`config.mk`:
```
export PLATFORM = sky130hd
export DESIGN_NAME = frms_read_mode
export DESIGN_NICKNAME = d
export VERILOG_FILES = /design/src/hw/frms_pkg.sv /design/src/hw/frms_status_byte.sv /design/src/hw/frms_read_mode.sv
export SDC_FILE = /design/constraint.sdc
export NUM_CORES = 1
export LEC_CHECK = 0
export BUFFER_PORTS_ARGS = -buffer_cell sky130_fd_sc_hd__buf_4
export CAP_MARGIN = 5
export CORE_UTILIZATION = 35
export DETAILED_ROUTE_END_ITERATION = 6
export GPL_TIMING_DRIVEN = 1
export SYNTH_ARGS = -nofsm -noshare
export SYNTH_HDL_FRONTEND = slang
export SYNTH_SLANG_ARGS = --single-unit
```
`constraint.sdc`:
```
create_clock -name i_core_clk -period 2.5 [get_ports i_core_clk]
set_input_delay 0 -clock i_core_clk [delete_from_list [all_inputs] [get_ports i_core_clk]]
set_output_delay 0 -clock i_core_clk [all_outputs]
set_load 0.02 [all_outputs]
```
`src/hw/frms_pkg.sv`:
```
// frms_pkg: constants and types shared by the flash read-mode and status logic
package frms_pkg;

  // ----------------------------------------------------------------
  // widths
  // ----------------------------------------------------------------
  localparam int FRMS_AW = 12;
  localparam int FRMS_DW = 16;
  localparam int FRMS_NSECT = 8;
  localparam int FRMS_NSECT_SEC = 4;
  localparam int FRMS_LANES = 2;
  localparam int FRMS_UPPER_OFS = 8;

  // ----------------------------------------------------------------
  // instruction decode
  // ----------------------------------------------------------------
  localparam logic [11:0] FRMS_CODE1_ADDR = 12'hAAA;
  localparam logic [11:0] FRMS_CODE2_ADDR = 12'h554;
  localparam logic [7:0] FRMS_CODE1_BYTE = 8'hAA;
  localparam logic [7:0] FRMS_CODE2_BYTE = 8'h55;
  localparam logic [7:0] FRMS_CMD_QUERY = 8'h90;
  localparam logic [7:0] FRMS_CMD_PROG = 8'hA0;
  localparam logic [7:0] FRMS_CMD_ERASE = 8'h80;
  localparam logic [7:0] FRMS_CMD_SECT = 8'h30;
  localparam logic [7:0] FRMS_CMD_BULK = 8'h10;
  localparam logic [7:0] FRMS_CMD_RESET = 8'hF0;
  localparam logic [7:0] FRMS_ALL_MAIN = 8'hFF;
  localparam logic [7:0] FRMS_ALL_SEC = 8'h0F;

  // ----------------------------------------------------------------
  // query reads
  // ----------------------------------------------------------------
  localparam logic [7:0] FRMS_ID_ADDR = 8'h02;
  localparam logic [1:0] FRMS_PROT_A10 = 2'b10;
  localparam logic [7:0] FRMS_ID_CODE = 8'h5A; // arbitrary value
  localparam logic [7:0] FRMS_PROT_YES = 8'h01;
  localparam logic [7:0] FRMS_PROT_NO = 8'h00;

  // ----------------------------------------------------------------
  // status bit positions in the low lane
  // ----------------------------------------------------------------
  localparam int FRMS_POLL_POS = 7;
  localparam int FRMS_TOGGLE_POS = 6;
  localparam int FRMS_ERROR_POS = 5;
  localparam int FRMS_WINDOW_POS = 3;

  // ----------------------------------------------------------------
  // timing
  // ----------------------------------------------------------------
  localparam int FRMS_CLK_MHZ = 25;
  localparam int FRMS_WIN_US = 100;
  localparam int FRMS_NOERASE_US = 100;
  localparam logic [11:0] FRMS_WIN_CYC = 12'(FRMS_WIN_US * FRMS_CLK_MHZ);
  localparam logic [11:0] FRMS_NOERASE_CYC = 12'(FRMS_NOERASE_US * FRMS_CLK_MHZ);

  // ----------------------------------------------------------------
  // types
  // ----------------------------------------------------------------
  typedef enum logic [3:0] {
    ST_READ  = 4'h0,
    ST_C1    = 4'h1,
    ST_C2    = 4'h2,
    ST_PROG  = 4'h3,
    ST_E3    = 4'h4,
    ST_E4    = 4'h5,
    ST_E5    = 4'h6,
    ST_WIN   = 4'h7,
    ST_QUERY = 4'h8,
    ST_BUSY  = 4'h9
  } frms_state_e;

  typedef struct packed {
    logic [11:0] addr;
    logic [15:0] data;
    logic [7:0] main_sel;
    logic [3:0] sec_sel;
    logic rd_n;
    logic wr_n;
  } frms_bus_s;

  typedef struct packed {
    logic poll;
    logic toggle;
    logic error;
    logic window;
  } frms_stat_s;

  typedef struct packed {
    frms_bus_s s1;
    frms_bus_s s2;
    logic rd_q;
    logic wr_q;
    frms_state_e st;
    logic flash;
    logic [7:0] sectors;
    logic [11:0] addr;
    logic [15:0] data;
    logic [11:0] cnt;
    logic erase;
    logic fake;
    logic toggle;
    logic err;
    logic [15:0] rdata;
    logic rvalid;
    logic prog_req;
    logic erase_req;
    logic array_mode;
  } frms_core_s;

  // pins idle: strobes high, no select
  localparam frms_bus_s FRMS_BUS_IDLE = '{addr: 12'h000, data: 16'h0000, main_sel: 8'h00,
                                         sec_sel: 4'h0, rd_n: 1'b1, wr_n: 1'b1};

endpackage : frms_pkg

```
`src/hw/frms_status_byte.sv`:
```
// frms_status_byte: places the status flags on both byte lanes of a read word
`timescale 1ns/1ps
module frms_status_byte
  import frms_pkg::*;
(
  // flags
  input frms_stat_s i_stat,
  // word
  output logic [15:0] o_word
);

  // ----------------------------------------------------------------
  // lane placement
  // ----------------------------------------------------------------
  // undefined positions are driven zero; software must not rely on it
  always_comb begin
    o_word = 16'h0000;
    for (int lane = 0; lane < FRMS_LANES; lane++) begin
      o_word[FRMS_POLL_POS + lane * FRMS_UPPER_OFS] = i_stat.poll;
      o_word[FRMS_TOGGLE_POS + lane * FRMS_UPPER_OFS] = i_stat.toggle;
      o_word[FRMS_ERROR_POS + lane * FRMS_UPPER_OFS] = i_stat.error;
      o_word[FRMS_WINDOW_POS + lane * FRMS_UPPER_OFS] = i_stat.window;
    end
  end

endmodule : frms_status_byte

```
`src/hw/frms_read_mode.sv`:
```
// frms_read_mode: read-array, query and status-flag logic of the dual flash
`timescale 1ns/1ps
// Summary of operation
// - After power-up both flashes start in read-array mode, reading like a ROM.
// - Read-array mode after power-up, reset or reset instruction; plain reads otherwise.
// - Identifier query answers only on the main flash, never the secondary.
// - Protection query read returns 01h if protected, 00h if not.
// - During an algorithm, even reads return poll, toggle, error, erase-window bits.
// - Status bits 4, 2, 1, 0 have no guaranteed value.
// - Status bits are mirrored on the upper byte lane at 15, 14, 13, 11.
// - Programming: poll bit is inverted data bit 7, true data afterwards.
// - Status valid after fourth program or sixth erase write; poll the target.
// - Erase: poll bit reads zero, then stored data once complete.
// - Program into a protected sector is ignored.
// - All-protected erase: no erase, status shown for about 100 us.
// - Toggle bit inverts on each even-word read of the busy flash.
// - When done, toggling stops and reads return memory contents.
// - Error bit zero normally, one on program or erase failure.
// - Error bit stays set until a reset instruction clears it.
// - Erase-window bit zero for 100 us after each sector erase, restarted.
// - Sequences open with AAh at AAAh then 55h at 554h, upper data byte ignored.
// - Protection read needs the sector select with A1 high, A0 low.
// - Query mode lasts until a reset instruction returns read-array mode.
module frms_read_mode
  import frms_pkg::*;
(
  // clock and reset
  input wire logic i_core_clk,
  input wire logic i_reset_n,
  // host bus pins
  input wire logic [11:0] i_addr,
  input wire logic [15:0] i_wdata,
  input wire logic i_rd_n,
  input wire logic i_wr_n,
  input wire logic [7:0] i_main_flash_sector_select,
  input wire logic [3:0] i_secondary_flash_sector_select,
  // arrays and protection
  input wire logic [15:0] i_main_array_data,
  input wire logic [15:0] i_secondary_array_data,
  input wire logic [7:0] i_main_protect,
  input wire logic [3:0] i_secondary_protect,
  // embedded algorithm engine
  input wire logic i_engine_done,
  input wire logic i_engine_fail,
  // read answer
  output logic [15:0] o_rdata,
  output logic o_rdata_valid,
  // algorithm requests
  output logic o_prog_req,
  output logic o_erase_req,
  output logic o_op_flash,
  output logic [11:0] o_op_addr,
  output logic [15:0] o_op_data,
  output logic [7:0] o_op_sectors,
  // mode
  output logic o_error_flag,
  output logic o_read_array_mode
);

  // ----------------------------------------------------------------
  // decode helpers
  // ----------------------------------------------------------------
  function automatic logic [7:0] sel_of(input frms_bus_s b, input logic flash);
    sel_of = flash ? {4'h0, b.sec_sel} : b.main_sel;
  endfunction : sel_of

  function automatic logic [7:0] prot_of(input logic flash, input logic [7:0] mp,
                                         input logic [3:0] sp);
    prot_of = flash ? {4'h0, sp} : mp;
  endfunction : prot_of

  frms_core_s core;
  frms_core_s next_core;
  frms_stat_s stat;
  frms_bus_s pins;
  logic [15:0] status_word;
  logic [7:0] flash_sel;
  logic [7:0] flash_prot;
  logic any_sel;
  logic tgt;
  logic same;
  logic hit;
  logic rd_fall;
  logic wr_rise;
  logic status_rd;
  logic query_rd;
  logic id_rd;
  logic prot_rd;
  logic prot_hit;
  logic f0_wr;
  logic running;
  logic [7:0] cmd;

  // ----------------------------------------------------------------
  // combinational view of the synchronised bus
  // ----------------------------------------------------------------
  assign pins = '{addr: i_addr, data: i_wdata, main_sel: i_main_flash_sector_select,
                  sec_sel: i_secondary_flash_sector_select, rd_n: i_rd_n, wr_n: i_wr_n};
  assign cmd = core.s2.data[7:0];
  assign any_sel = (|core.s2.main_sel) | (|core.s2.sec_sel);
  assign tgt = ~(|core.s2.main_sel); // main wins if both are selected
  assign same = (tgt == core.flash);
  assign flash_sel = sel_of(core.s2, core.flash);
  assign flash_prot = prot_of(core.flash, i_main_protect, i_secondary_protect);
  assign hit = |flash_sel;
  assign prot_hit = |(flash_sel & flash_prot);
  // edges are taken from the second stage, never from the first
  assign rd_fall = core.rd_q & ~core.s2.rd_n;
  assign wr_rise = ~core.wr_q & core.s2.wr_n;
  assign running = (core.st == ST_BUSY) || (core.st == ST_WIN);
  // status only on even words of the flash running the algorithm
  assign status_rd = rd_fall && hit && !core.s2.addr[0] && (running || core.err);
  assign query_rd = rd_fall && hit && (core.st == ST_QUERY);
  assign id_rd = query_rd && !core.flash && (core.s2.addr[7:0] == FRMS_ID_ADDR);
  assign prot_rd = query_rd && !id_rd && (core.s2.addr[1:0] == FRMS_PROT_A10);
  assign f0_wr = wr_rise && any_sel && (cmd == FRMS_CMD_RESET) &&
                 (core.st != ST_BUSY) && (core.st != ST_PROG);

  // status flags: erase polls zero, program polls inverted bit 7
  assign stat = '{poll: core.erase ? 1'b0 : ~core.data[7],
                  toggle: core.toggle,
                  error: core.err,
                  window: (core.st != ST_WIN)};

  frms_status_byte u_status (
    .i_stat (stat),
    .o_word (status_word)
  );

  // ----------------------------------------------------------------
  // next-state logic
  // ----------------------------------------------------------------
  always_comb begin
    logic launch;
    logic [7:0] live;
    launch = 1'b0;
    live = 8'h00;
    next_core = core;
    next_core.s1 = pins;
    next_core.s2 = core.s1;
    next_core.rd_q = core.s2.rd_n;
    next_core.wr_q = core.s2.wr_n;
    next_core.rvalid = 1'b0;
    next_core.prog_req = 1'b0;
    next_core.erase_req = 1'b0;

    // read path: array by default, status or query data when due
    if (rd_fall && any_sel) begin
      next_core.rvalid = 1'b1;
      next_core.rdata = tgt ? i_secondary_array_data : i_main_array_data;
      if (status_rd) begin
        next_core.rdata = status_word;
        if (running) begin
          next_core.toggle = ~core.toggle;
        end
      end else if (id_rd) begin
        next_core.rdata = {8'h00, FRMS_ID_CODE};
      end else if (prot_rd) begin
        next_core.rdata = {8'h00, prot_hit ? FRMS_PROT_YES : FRMS_PROT_NO};
      end
    end

    // erase window: expiry launches the erase
    if (core.st == ST_WIN) begin
      next_core.cnt = core.cnt - 12'h001;
      launch = (core.cnt == 12'h001);
    end

    // instruction decoder; writes are ignored in ST_BUSY, still accepted in the erase window
    if (wr_rise && any_sel && core.st != ST_BUSY) begin
      if (f0_wr) begin
        next_core.st = ST_READ;
        next_core.err = 1'b0;
        launch = 1'b0;
      end else if (!core.err) begin
        unique case (core.st)
          ST_READ: begin
            if (cmd == FRMS_CODE1_BYTE && core.s2.addr == FRMS_CODE1_ADDR) begin
              next_core.st = ST_C1;
              next_core.flash = tgt;
            end
          end
          ST_C1, ST_E4: begin
            if (same && cmd == FRMS_CODE2_BYTE && core.s2.addr == FRMS_CODE2_ADDR) begin
              next_core.st = (core.st == ST_C1) ? ST_C2 : ST_E5;
            end else begin
              next_core.st = ST_READ;
            end
          end
          ST_C2: begin
            next_core.st = ST_READ;
            if (same && core.s2.addr == FRMS_CODE1_ADDR) begin
              if (cmd == FRMS_CMD_QUERY) next_core.st = ST_QUERY;
              if (cmd == FRMS_CMD_PROG) next_core.st = ST_PROG;
              if (cmd == FRMS_CMD_ERASE) next_core.st = ST_E3;
            end
          end
          ST_PROG: begin
            next_core.addr = core.s2.addr;
            next_core.data = core.s2.data;
            next_core.erase = 1'b0;
            if (!same || prot_hit) begin
              next_core.st = ST_READ;
            end else begin
              next_core.prog_req = 1'b1;
              next_core.st = ST_BUSY;
            end
          end
          ST_E3: begin
            next_core.st = (same && cmd == FRMS_CODE1_BYTE && core.s2.addr == FRMS_CODE1_ADDR)
                           ? ST_E4 : ST_READ;
          end
          ST_E5, ST_WIN: begin
            if (same && cmd == FRMS_CMD_SECT) begin
              next_core.sectors = (core.st == ST_WIN) ? (core.sectors | flash_sel) : flash_sel;
              next_core.cnt = FRMS_WIN_CYC;
              next_core.st = ST_WIN;
              // polls read as erase from the sixth write on, not only after launch
              next_core.erase = 1'b1;
              launch = 1'b0;
            end else if (core.st == ST_E5 && same && cmd == FRMS_CMD_BULK &&
                         core.s2.addr == FRMS_CODE1_ADDR) begin
              next_core.sectors = core.flash ? FRMS_ALL_SEC : FRMS_ALL_MAIN;
              launch = 1'b1;
            end else begin
              next_core.st = ST_READ; // any other write aborts the erase
              launch = 1'b0;
            end
          end
          ST_QUERY, ST_BUSY: begin
          end
        endcase
      end
    end

    // start the erase on unprotected sectors, or fake it if none are left
    if (launch) begin
      live = next_core.sectors & ~flash_prot;
      next_core.erase = 1'b1;
      next_core.st = ST_BUSY;
      next_core.sectors = live;
      next_core.fake = (live == 8'h00);
      next_core.erase_req = (live != 8'h00);
      next_core.cnt = FRMS_NOERASE_CYC;
    end

    // algorithm end; a failure sets the error flag, which beats any clear
    if (core.st == ST_BUSY) begin
      if (core.fake) begin
        next_core.cnt = core.cnt - 12'h001;
        if (core.cnt == 12'h001) begin
          next_core.st = ST_READ;
          next_core.fake = 1'b0;
        end
      end else if (i_engine_done || i_engine_fail) begin
        next_core.st = ST_READ;
      end
      if (!core.fake && i_engine_fail) begin
        next_core.err = 1'b1;
      end
    end

    next_core.array_mode = (next_core.st == ST_READ) && !next_core.err;
  end

  // ----------------------------------------------------------------
  // state register
  // ----------------------------------------------------------------
  // pin stages reset to idle so no strobe edge is seen at release
  always_ff @(posedge i_core_clk) begin
    if (!i_reset_n) begin
      core <= '0;
      core.s1 <= FRMS_BUS_IDLE;
      core.s2 <= FRMS_BUS_IDLE;
      core.rd_q <= 1'b1;
      core.wr_q <= 1'b1;
      core.array_mode <= 1'b1;
    end else begin
      core <= next_core;
    end
  end

  // outputs straight from the state register
  assign o_rdata = core.rdata;
  assign o_rdata_valid = core.rvalid;
  assign o_prog_req = core.prog_req;
  assign o_erase_req = core.erase_req;
  assign o_op_flash = core.flash;
  assign o_op_addr = core.addr;
  assign o_op_data = core.data;
  assign o_op_sectors = core.sectors;
  assign o_error_flag = core.err;
  assign o_read_array_mode = core.array_mode;

  // ----------------------------------------------------------------
  // assertions
  // ----------------------------------------------------------------
  property p_reset_cmd;
    @(posedge i_core_clk) disable iff (!i_reset_n)
    f0_wr |=> (core.st == ST_READ) && !o_error_flag && o_read_array_mode;
  endproperty
  a_reset_cmd: assert property (p_reset_cmd) else $error("reset instruction ignored");

  property p_no_sec_id;
    @(posedge i_core_clk) disable iff (!i_reset_n)
    (query_rd && core.flash && core.s2.addr[7:0] == FRMS_ID_ADDR) |=>
      o_rdata_valid && (o_rdata[7:0] != FRMS_ID_CODE);
  endproperty
  a_no_sec_id: assert property (p_no_sec_id) else $error("secondary gave identifier");

  property p_prot_read;
    @(posedge i_core_clk) disable iff (!i_reset_n)
    prot_rd |=> o_rdata == {8'h00, $past(prot_hit) ? FRMS_PROT_YES : FRMS_PROT_NO};
  endproperty
  a_prot_read: assert property (p_prot_read) else $error("bad protection status");

  property p_lanes;
    @(posedge i_core_clk) disable iff (!i_reset_n)
    status_rd |=> (o_rdata[15:11] == o_rdata[7:3]) && (o_rdata[5] == $past(stat.error));
  endproperty
  a_lanes: assert property (p_lanes) else $error("status lanes differ");

  property p_prog_poll;
    @(posedge i_core_clk) disable iff (!i_reset_n)
    (status_rd && core.st == ST_BUSY && !core.erase) |=> o_rdata[7] == !$past(core.data[7]);
  endproperty
  a_prog_poll: assert property (p_prog_poll) else $error("program poll bit wrong");

  property p_erase_poll;
    @(posedge i_core_clk) disable iff (!i_reset_n)
    (status_rd && core.erase) |=> !o_rdata[7] && !o_rdata[15];
  endproperty
  a_erase_poll: assert property (p_erase_poll) else $error("erase poll bit not zero");

  property p_prot_prog;
    @(posedge i_core_clk) disable iff (!i_reset_n)
    (wr_rise && any_sel && core.st == ST_PROG && !core.err && same && prot_hit) |=>
      !o_prog_req && core.st == ST_READ;
  endproperty
  a_prot_prog: assert property (p_prot_prog) else $error("protected program started");

  property p_noerase;
    @(posedge i_core_clk) disable iff (!i_reset_n)
    ((core.st == ST_WIN && core.cnt == 12'h001 && !wr_rise &&
      (core.sectors & ~flash_prot) == 8'h00) ||
     (wr_rise && any_sel && !core.err && same && core.st == ST_E5 && cmd == FRMS_CMD_BULK &&
      core.s2.addr == FRMS_CODE1_ADDR &&
      ((core.flash ? FRMS_ALL_SEC : FRMS_ALL_MAIN) & ~flash_prot) == 8'h00))
      |=> !o_erase_req && core.fake && core.cnt == FRMS_NOERASE_CYC;
  endproperty
  a_noerase: assert property (p_noerase) else $error("all-protected erase started");

  property p_toggle;
    @(posedge i_core_clk) disable iff (!i_reset_n)
    (status_rd && running) |=>
      (o_rdata[6] == $past(core.toggle)) && (core.toggle != $past(core.toggle));
  endproperty
  a_toggle: assert property (p_toggle) else $error("toggle bit did not invert");

  property p_err_set;
    @(posedge i_core_clk) disable iff (!i_reset_n)
    (core.st == ST_BUSY && !core.fake && i_engine_fail) |=> o_error_flag ##1 o_error_flag;
  endproperty
  a_err_set: assert property (p_err_set) else $error("error flag not set");

  property p_err_hold;
    @(posedge i_core_clk) disable iff (!i_reset_n)
    (o_error_flag && !f0_wr) |=> o_error_flag;
  endproperty
  a_err_hold: assert property (p_err_hold) else $error("error flag lost");

  property p_win_start;
    @(posedge i_core_clk) disable iff (!i_reset_n)
    (wr_rise && any_sel && !core.err && same && cmd == FRMS_CMD_SECT &&
     (core.st == ST_E5 || core.st == ST_WIN)) |=> core.st == ST_WIN && core.cnt == FRMS_WIN_CYC;
  endproperty
  a_win_start: assert property (p_win_start) else $error("erase window not restarted");

endmodule : frms_read_mode

```
==> results of run 1 <==
[cells in the final DEF, fill, tap and decap left out, drive strengths merged, types with 4 or more instances in the layout]
cell / n
o211a: 5
nor4b: 4
xnor2: 8
and2: 87
nor3: 19
nand2b: 10
a31oi: 7
inv: 22
nor2b: 7
nand2: 131
nor4: 15
and3: 9
or3: 5
buf: 237
a21o: 10
dlygate4sd3: 82
or4: 4
nor2: 33
a21oi: 75
nand4b: 4
o31ai: 4
clkinv: 4
dfxtp: 163
mux2i: 8
a211oi: 5
nand3: 25
nand4: 7
clkbuf: 18
a22oi: 7
o21ai: 29
a221oi: 6
[registers in the layout, indices dropped and copies added, names as in the netlist]
signal and count:
o_op_addr 12, o_error_flag 1, o_op_data 16, o_op_flash 1
o_read_array_mode 1, o_prog_req 1, o_rdata 16, cmd 8
o_erase_req 1, core 97, o_rdata_valid 1, o_op_sectors 8
[worst register-to-register path, stage by stage, from the launching register on]
cell     delay, ns
dfxtp_1       0.31
inv_1         0.07
ha_1          0.13
or4b_1        0.42
or4_4         0.49
buf_4         0.18
a21oi_4       0.15
and3b_1       0.21
nand2_1       0.09
a31oi_2       0.05
o41ai_2       0.33
[power groups by stage]
stage	clock (mW)	sequential, mW	combinational, mW
after floorplan	0	2.76	0.253
after global placement	0	2.77	0.493
after detailed placement	0	2.77	0.490
after CTS	2.60	2.71	0.601
after global routing	2.71	2.72	0.665
final	2.53	2.71	0.615
[metal layers]
| metal | vias up | wire [um] | share of wire (%) | track usage, % |
|---|---|---|---|---|
| li1 | 3362 | - | - | - |
| met3 | 39 | 1250 | 5.8 | 3.478 |
| met5 | - | 0 | 0 | 0 |
| met4 | 0 | 520 | 2.4 | 8.454 |
| met1 | 3138 | 9685 | 45 | 25.90 |
| met2 | 229 | 10030 | 47 | 32.24 |
[worst paths after layout]
| path | start | to | slack [ns] | depth (start not counted) |
|---|---|---|---|---|
| min | i_main_array_data[11] | o_rdata[11]$_SDFFE_PN0P_ | 0.03 | 5 |
| max reg2reg | core[25]$_SDFF_PN0_ | o_read_array_mode$_SDFF_PN1_ | -0.02 | 10 |
| min reg2reg | core[122]$_SDFF_PN1_ | core[80]$_SDFF_PN1_ | 0.41 | 1 |
| max | core[25]$_SDFF_PN0_ | o_read_array_mode$_SDFF_PN1_ | -0.02 | 10 |
[per-stage QoR]
stage	total power [mW]	hold slack [ns]	setup WS (ns)	area, sq um	util [%]
after detailed placement	3.259	0.1966	-0.07664	8936	43.74
after CTS	5.914	0.01664	0.0002720	10370	50.78
after floorplan	3.013	0.08751	0.04152	7386	-
after global placement	3.259	0.1897	-0.03476	8936	43.74
after global routing	6.091	0.05483	-0.1367	10530	51.56
final	5.850	0.03309	-0.01909	10530	51.56
[final cells by class]
cell class | count | area share (%)
clock buffer | 18 | 4.074
clock inverter | 14 | 1.413
inverter | 16 | 0.5701
multi-input combinational | 570 | 34.29
sequential | 163 | 31.01
tap | 270 | 3.207
timing repair buffer | 319 | 25.43
[timing repair]
| action | CTS | global route |
|---|---|---|
| hold buffers | 82 | 0 |
| setup buffers | 3 | 4 |
| hold endpoints to repair | 67 | 0 |
| endpoints found under the setup margin | 4 | 16 |
| resized for setup | 4 | 24 |
| pin swaps | 3 | 8 |
[kinds of logic (layout without fill, tap and decap cells)]
kind of cell | count (synthesis) | after routing
and+or+nand+nor | 377 | 377
AOI/OAI and AO/OA | 169 | 169
DFF | 163 | 163
buffers and inverters | 110 | 367
xor gates and xnor gates | 11 | 11
muxes | 11 | 11
adders and majority gates | 2 | 2
==> results_dict.tcl, run 1 <==
set metrics [dict create \
    grt_pass1_wl_mm 33.98 \
    routed_wl_mm 21.48 \
    die_y_um 147.3 \
    setup_slack_ns -0.01909 \
    core-area_sq_mm 0.02043 \
    clk_path_buf_depth 2 \
    crit_chain "inv_1, ha_1, or4b_1, or4_4, buf_4, a21oi_4, and3b_1, nand2_1, a31oi_2, o41ai_2" \
    ys.warnings.count 0 \
    skew_ns 0.01036 \
    io_buffers 147 \
    n_antenna_cell 0 \
    finalCriticalPeriod_ns 2.519 \
    synth_top_area_share_pct 44.18 \
    synth-main-ff-cell "dfxtp_1" \
    dp_cells 1249 \
    layout-drive-gt1-share_pct 29.18 \
    nNetsFinal 1179 \
    pwr-share-clk_pct 43.2 \
    power_density_mw_per_mm2 555.3 \
    clk_latency_ns 0.43 \
    drt-initial-drc-count 361 \
    cts.clk_slew.worst_paths_ns 0.07 \
    root_buffer "clkbuf_16" \
    p_leak_nw 4.333 \
    synth_xor_area_share_pct 1.304 \
    grt_max_degree 64 \
    cts.sinks 163 \
    hpwl_mm 15.03 \
    die-area_sq_mm 0.02169 \
    hp-class "input pin to register" \
    tns_ns -0.02521 \
    status "finished, violations left" \
    grt_pass1_vias 6530 \
    place.gp.congestion 0.9774 \
    initial_core_util_pct 36.15 \
    start_kind "register" \
    finalCritPeriodShare_pct 100.8 \
    num_vias 6768 \
    cp.arrival_ns 2.85 \
    vdd.ir_drop.worst_uv 450.3 \
    die_width_um 147.3 \
    slew_violations 0 \
    final-hold-violation-count 0 \
    critPathBufInv 2 \
    synthMuxAreaShare_pct 1.542 \
    synthSimpleGateAreaFrac_pct 28.39 \
    cts_made_buffers 17 \
    htreeDepth 4 \
    synthTopCellsByCount "dfxtp_1, nand2_1, and2_1, a21oi_1, buf_4" \
    synth_cell_type_count 78 \
    pwr-share-comb_pct 10.5 \
    seqCellArea_sq_mm 0.003267 \
    syn2layout_area_growth_pct 42.62 \
    worstSetupPathType "register to register" \
    synth_area_sq_mm 0.007386 \
    tightest_slew_ns 0.5490 \
    ys_ff_latch 163 \
    violations "negative setup slack" \
    drt-pass1-iter-count 5 \
    synth_top_family_by_area "simple AND/OR/NAND/NOR gates" \
    grt_overflow_total 0 \
    drc_errors 0 \
    final_cell_count_no_fill 1370 \
    finalSetupViolCount 2 \
    cp.required_ns 2.83 \
    synth_nets 935 \
    cp_max_fo 3 \
    io_pins 148 \
    switching_share_pct 24.55 \
    wl_per_cell_um 15.68 \
    internal_power_mw 4.414 \
    antenna_found_initial 0 \
    yosys-top-cells-area "dfxtp_1, and2_1, nand2_1" \
    yosysMostFrequentCell "dfxtp_1" \
    synth-async-reset-ratio_pct 0 \
    slew-limit-headroom_pct 63.06 \
    grt.total_usage_pct 19.87 \
    multi_input_area_sq_mm 0.003612 \
    synth_top_cell_by_area "dfxtp_1" \
    synth_compound_area_share_pct 15.38 \
    crit_family "simple AND/OR/NAND/NOR gates" \
    ant_nets 0 \
    p_seq_share_pct 46.3 \
    critPathCaptureType "register" \
    syn_inst 843 \
    fillers 1934 \
    syn_area_per_cell_sq_um 8.761 \
    clock.fmax_mhz 397.0 \
    cts_tree "built" \
    via_per_inst 4.940 \
    synth_fa_ha_area_share_pct 0.3388 \
    max_cap_viol_count 0 \
    synth_edf_count 0 \
    power_switching_mw 1.436 \
    grt_setup_unrepaired "yes" \
    slowest_stage "or4_4" \
    seq_area_frac_synth_pct 44.18 \
    rows 52 \
    slowest_delay_ns 0.49 \
]
Power figures use the tool's default switching activity.
==> run 2, diff against run 1 <==
CORE_UTILIZATION = 50   (was 35)
PLACE_DENSITY = 0.76   (was unset)
==> results_dict.tcl, run 2 (same netlist as run 1, synthesis figures left out) <==
set metrics [dict create \
    power_switching_mw 1.449 \
    final_common_cell "buf_4" \
    wl_per_cell_um 17.27 \
    hold_path_depth 5 \
    layout-drive-gt1-share_pct 31.35 \
    power_density_mw_per_mm2 563.4 \
    cts_made_buffers 17 \
    clk_path_buf_depth 2 \
    switching_share_pct 24.35 \
    postLayoutCellArea_sq_mm 0.01056 \
    violations "negative setup slack" \
    clock.fmax_mhz 388.5 \
    num_vias 7184 \
    clk_latency_ns 0.44 \
    finalSetupViolCount 2 \
    finalCritPeriodShare_pct 103.0 \
    n_antenna_cell 0 \
    grt_max_degree 55 \
    cts.clk_slew.worst_paths_ns 0.07 \
    die_width_um 123.5 \
    cp_max_fo 4 \
    power_mw 5.951 \
    initial_core_util_pct 51.01 \
    core-area_sq_mm 0.01448 \
    grt_pass1_vias 6857 \
    hpwl_mm 14.62 \
    pwr-share-comb_pct 10.9 \
    cp.arrival_ns 2.90 \
    antenna_found_initial 0 \
    whs_endpoint "o_rdata[11]$_SDFFE_PN0P_" \
    die_y_um 123.5 \
    place.gp.congestion 0.9381 \
    worstSetupPathType "register to register" \
    post-place-ws_ns -0.1391 \
    status "finished, violations left" \
    r2r_slack_ns -0.07 \
    grt.total_usage_pct 30.08 \
    rows 44 \
    nNetsFinal 1205 \
    drt-pass1-iter-count 5 \
    cp.required_ns 2.82 \
    die-area_sq_mm 0.01526 \
    finalCriticalPeriod_ns 2.574 \
    io_buffers 147 \
    max_cap_viol_count 0 \
    crit_family "simple AND/OR/NAND/NOR gates" \
    grt_overflow_total 0 \
    io_pins 148 \
    vdd.ir_drop.worst_uv 485.1 \
    drt-initial-drc-count 638 \
    regMostFlops "core" \
    placed_area_sq_mm 0.009036 \
    ant_nets 0 \
    final_cell_count_no_fill 1310 \
    htreeDepth 4 \
    slowest_delay_ns 0.58 \
    critPathBufInv 1 \
    slew-limit-headroom_pct 64.54 \
    p_seq_share_pct 45.5 \
    hp-class "input pin to register" \
    tns_ns -0.1393 \
    tightest_slew_ns 0.5318 \
    routed_wl_mm 22.63 \
    slew_violations 0 \
    pwr-share-clk_pct 43.5 \
    largest_reg_flops 97 \
    slowest_stage "or4_4" \
    dp_cells 1194 \
    final-hold-violation-count 0 \
    r2r_end "o_erase_req$_SDFF_PN0_" \
    internal_power_mw 4.502 \
    start_kind "register" \
    root_buffer "clkbuf_16" \
    setup.worst_path.start "core[90]$_SDFF_PN0_" \
    cts.sinks 163 \
    skew_ns 0.01031 \
    syn2layout_area_growth_pct 43.01 \
    drc_errors 0 \
    grt_pass1_wl_mm 34.24 \
    r2r_cells 9 \
    crit_chain "or4_4, buf_4, nor2_1, nor3_2, o21a_1, o211a_1, o31ai_1, a41oi_2, and2_1" \
    cts_tree "built" \
    mostFrequentLayoutCells "buf_4, dfxtp_1, nand2_1, and2_1, dlygate4sd3_1" \
    setup_slack_ns -0.07383 \
    r2r-start "core[90]$_SDFF_PN0_" \
    grt_setup_unrepaired "yes" \
    critPathCaptureType "register" \
    p_leak_nw 4.475 \
    via_per_inst 5.484 \
    hp-start "i_main_array_data[11]" \
]
run 2: area by class of cell:
| class | count | area, sq um |
|---|---|---|
| Tap cell | 184 | 230.2 |
| Multi-Input combinational cell | 571 | 3587 |
| Clock buffer | 22 | 474.2 |
| Clock inverter | 10 | 115.1 |
| Fill cell | 1044 | 3916 |
| Timing Repair Buffer | 344 | 2831 |
| Sequential cell | 163 | 3264 |
| Inverter | 16 | 60.06 |
run 2: worst reg2reg max path: stages (launching register included):
cell     delay, ns
dfxtp_1       0.37
or4_4         0.58
buf_4         0.16
nor2_1        0.17
nor3_2        0.09
o21a_1        0.20
o211a_1       0.22
o31ai_1       0.31
a41oi_2       0.17
and2_1        0.19
run 2: power groups by stage:
stage                     Sequential [mW]  Clock, mW  Combinational, mW
after floorplan                      2.76          0              0.253
after global placement               2.76          0              0.507
after detailed placement             2.76          0              0.508
after CTS                            2.71       2.61              0.618
after global routing                 2.72       2.74              0.692
final                                2.71       2.59              0.651
run 2: per-layer routing:
metal / GRT usage (%) / vias up / share of wire [%]
met1: 36.58 / 3369 / 41
met2: 50.31 / 344 / 48
li1: - / 3410 / -
met5: 0 / - / 0
met4: 13.86 / 0 / 3.1
met3: 6.919 / 61 / 7.6
run 2: worst max-delay path by stage:
stage / cells past startpoint / endpoint / slack [ns]
global route: 10 / o_read_array_mode$_SDFF_PN1_ / -0.18
detailed placement: 10 / o_read_array_mode$_SDFF_PN1_ / -0.14
CTS: 10 / o_read_array_mode$_SDFF_PN1_ / -0.05
global placement: 10 / o_read_array_mode$_SDFF_PN1_ / -0.04
finish: 9 / o_erase_req$_SDFF_PN0_ / -0.07
floorplan: 10 / o_read_array_mode$_SDFF_PN1_ / 0.04
run 2: repair_timing:
action / 4_1_cts / 5_1_grt
gates resized for setup: 6 / 19
hold endpoints to repair: 64 / 0
hold buffers: 78 / 0
setup endpoints to repair: 3 / 23
buffers inserted: 2 / 3
pin swaps: 4 / 6
gates cloned: 1 / 0
run 2: stage by stage:
| stage | util [%] | hold WS [ns] |
|---|---|---|
| 2_1_floorplan | - | 0.08751 |
| 5_1_grt | 72.95 | 0.03721 |
| 3_3_place_gp | 62.41 | 0.1897 |
| 4_1_cts | 72.25 | 0.004221 |
| 3_5_place_dp | 62.41 | 0.1904 |
| 6_report | 72.95 | 0.03181 |
==> run 3, diff against run 2 <==
CORE_UTILIZATION = 52   (was 50)
CTS_BUF_LIST = sky130_fd_sc_hd__clkbuf_4 sky130_fd_sc_hd__clkbuf_8   (was unset)
PLACE_DENSITY = 0.79   (was 0.76)
==> results_dict.tcl, run 3 (same netlist as run 1, synthesis figures left out) <==
set metrics [dict create \
    vdd.ir_drop.worst_uv 646.1 \
    start_kind "register" \
    grt_overflow_total 0 \
    grt.total_usage_pct 31.13 \
    drc_errors 0 \
    grt_setup_unrepaired "yes" \
    n_antenna_cell 0 \
    slew_violations 0 \
    cp.arrival_ns 2.87 \
    nNetsFinal 1206 \
    drt-initial-drc-count 628 \
    initial_core_util_pct 53.21 \
    drt-pass1-iter-count 5 \
    num_vias 7056 \
    whs_endpoint "o_rdata[0]$_SDFFE_PN0P_" \
    setup_slack_ns -0.003346 \
    grt_pass1_vias 6896 \
    cts.sinks 163 \
    cts_tree "built" \
    slowest_stage "or4_4" \
    grt_pass1_wl_mm 34.67 \
    grt_max_degree 56 \
    violations "negative setup slack" \
    final_common_cell "buf_4" \
    cts_made_buffers 17 \
    skew_ns 0.01690 \
    largest_reg_flops 97 \
    worstSetupPathType "register to register" \
    die-area_sq_mm 0.01468 \
    root_buffer "clkbuf_8" \
    die_width_um 121.2 \
    antenna_found_initial 0 \
    power_mw 5.240 \
    max_cap_viol_count 0 \
    hp-class "input pin to register" \
    die_y_um 121.2 \
    cts.clk_slew.worst_paths_ns 0.09 \
    finalCritPeriodShare_pct 100.1 \
    ant_nets 0 \
    io_buffers 147 \
    power_density_mw_per_mm2 502.6 \
    clock.fmax_mhz 399.5 \
    cp_max_fo 3 \
    hp-start "i_secondary_array_data[0]" \
    final-hold-violation-count 0 \
    io_pins 148 \
    r2r_slack_ns -0.003 \
    postLayoutCellArea_sq_mm 0.01043 \
    status "finished, violations left" \
    final_cell_count_no_fill 1306 \
    core-area_sq_mm 0.01388 \
    wl_per_cell_um 17.35 \
    r2r-start "core[25]$_SDFF_PN0_" \
    clk_path_buf_depth 2 \
    via_per_inst 5.403 \
    setup.worst_path.start "core[25]$_SDFF_PN0_" \
    placed_area_sq_mm 0.008761 \
    layout-drive-gt1-share_pct 29.57 \
    place.gp.congestion 0.9828 \
    routed_wl_mm 22.66 \
    htreeDepth 4 \
    slowest_delay_ns 0.47 \
    crit_chain "inv_2, ha_4, or4b_1, or4_4, buf_4, a21oi_2, and3b_1, nand2_1, a31oi_2, o41ai_2" \
    cp.required_ns 2.87 \
    critPathCaptureType "register" \
    rows 43 \
    r2r_cells 10 \
    slew-limit-headroom_pct 65.85 \
    regMostFlops "core" \
    tns_ns -0.003346 \
    whs_ns 0.1260 \
    p_leak_nw 4.373 \
    dp_cells 1159 \
    r2r_end "o_read_array_mode$_SDFF_PN1_" \
    finalCriticalPeriod_ns 2.503 \
    clk_latency_ns 0.46 \
    syn2layout_area_growth_pct 41.16 \
    mostFrequentLayoutCells "buf_4, dfxtp_1, nand2_1, dlygate4sd3_1, and2_1" \
    hold_path_depth 7 \
    finalSetupViolCount 1 \
    tightest_slew_ns 0.5104 \
    hpwl_mm 14.21 \
]
run 3: cell count changes in the layout (fill, tap and decap cells not counted), sizes merged:
cell	before	now
inv	20	21
clkinvlp	1	2
clkbuf	22	18
clkinv	4	5
buf	266	240
dlygate4sd3	78	106
nor3	20	19
run 3: power by group:
| group | switching, mW | internal, mW | leakage [nW] | total, mW |
|---|---|---|---|---|
| Clock | 1.04 | 0.829 | 0.191 | 1.87 |
| Sequential | 0.0415 | 2.67 | 1.34 | 2.71 |
| Combinational | 0.295 | 0.363 | 2.85 | 0.659 |
| Total | 1.38 | 3.86 | 4.37 | 5.24 |
run 3: worst max-delay path by stage:
stage | endpoint | slack (ns) | cells after the start
final | o_read_array_mode$_SDFF_PN1_ | -0.003 | 10
after global routing | o_read_array_mode$_SDFF_PN1_ | -0.13 | 10
after CTS | o_read_array_mode$_SDFF_PN1_ | -0.02 | 10
after detailed placement | o_read_array_mode$_SDFF_PN1_ | -0.08 | 10
after global placement | o_read_array_mode$_SDFF_PN1_ | -0.02 | 10
after floorplan | o_read_array_mode$_SDFF_PN1_ | 0.04 | 10
run 3: what timing repair did:
action                                 4_1_cts  5_1_grt
pin swaps                                    7       13
gates resized for setup                      7       33
endpoints found under the hold margin       87        0
setup buffers                                5        5
hold buffers                               106        0
setup endpoints to repair                    2       30
run 3: per-layer routing:
metal | share of wire (%) | wire (um) | GRT usage, %
met1 | 41 | 9335 | 36.80
met2 | 50 | 11250 | 54.04
met4 | 2.5 | 556 | 12.42
met5 | 0 | 0 | 0
met3 | 6.7 | 1511 | 7.378
run 3: stage by stage:
| step | worst slack (ns) | utilization, % |
|---|---|---|
| 4_1_cts | -0.02254 | 74.10 |
| 6_report | -0.003346 | 75.11 |
| 2_1_floorplan | 0.04152 | - |
| 5_1_grt | -0.1274 | 75.11 |
| 3_3_place_gp | -0.02038 | 63.12 |
| 3_5_place_dp | -0.07576 | 63.12 |
run 3: area by class of cell:
type,instances,area [sq um]
multi-input cells,570,3591
fillers,1022,3455
flip-flops and latches,163,3277
repair buffers,346,2887
clock buffers,18,241.5
well taps,180,225.2
clock inverters,13,145.1
inverters,16,60.06
run 3: critical path: cells and delay by family (launching register included):
| kind | cells | cell delay, ns |
|---|---|---|
| flops | 1 | 0.33 |
| simple gates | 4 | 1.18 |
| compound gates | 3 | 0.55 |
| fa+ha+maj | 1 | 0.11 |
| buf+inv | 2 | 0.24 |
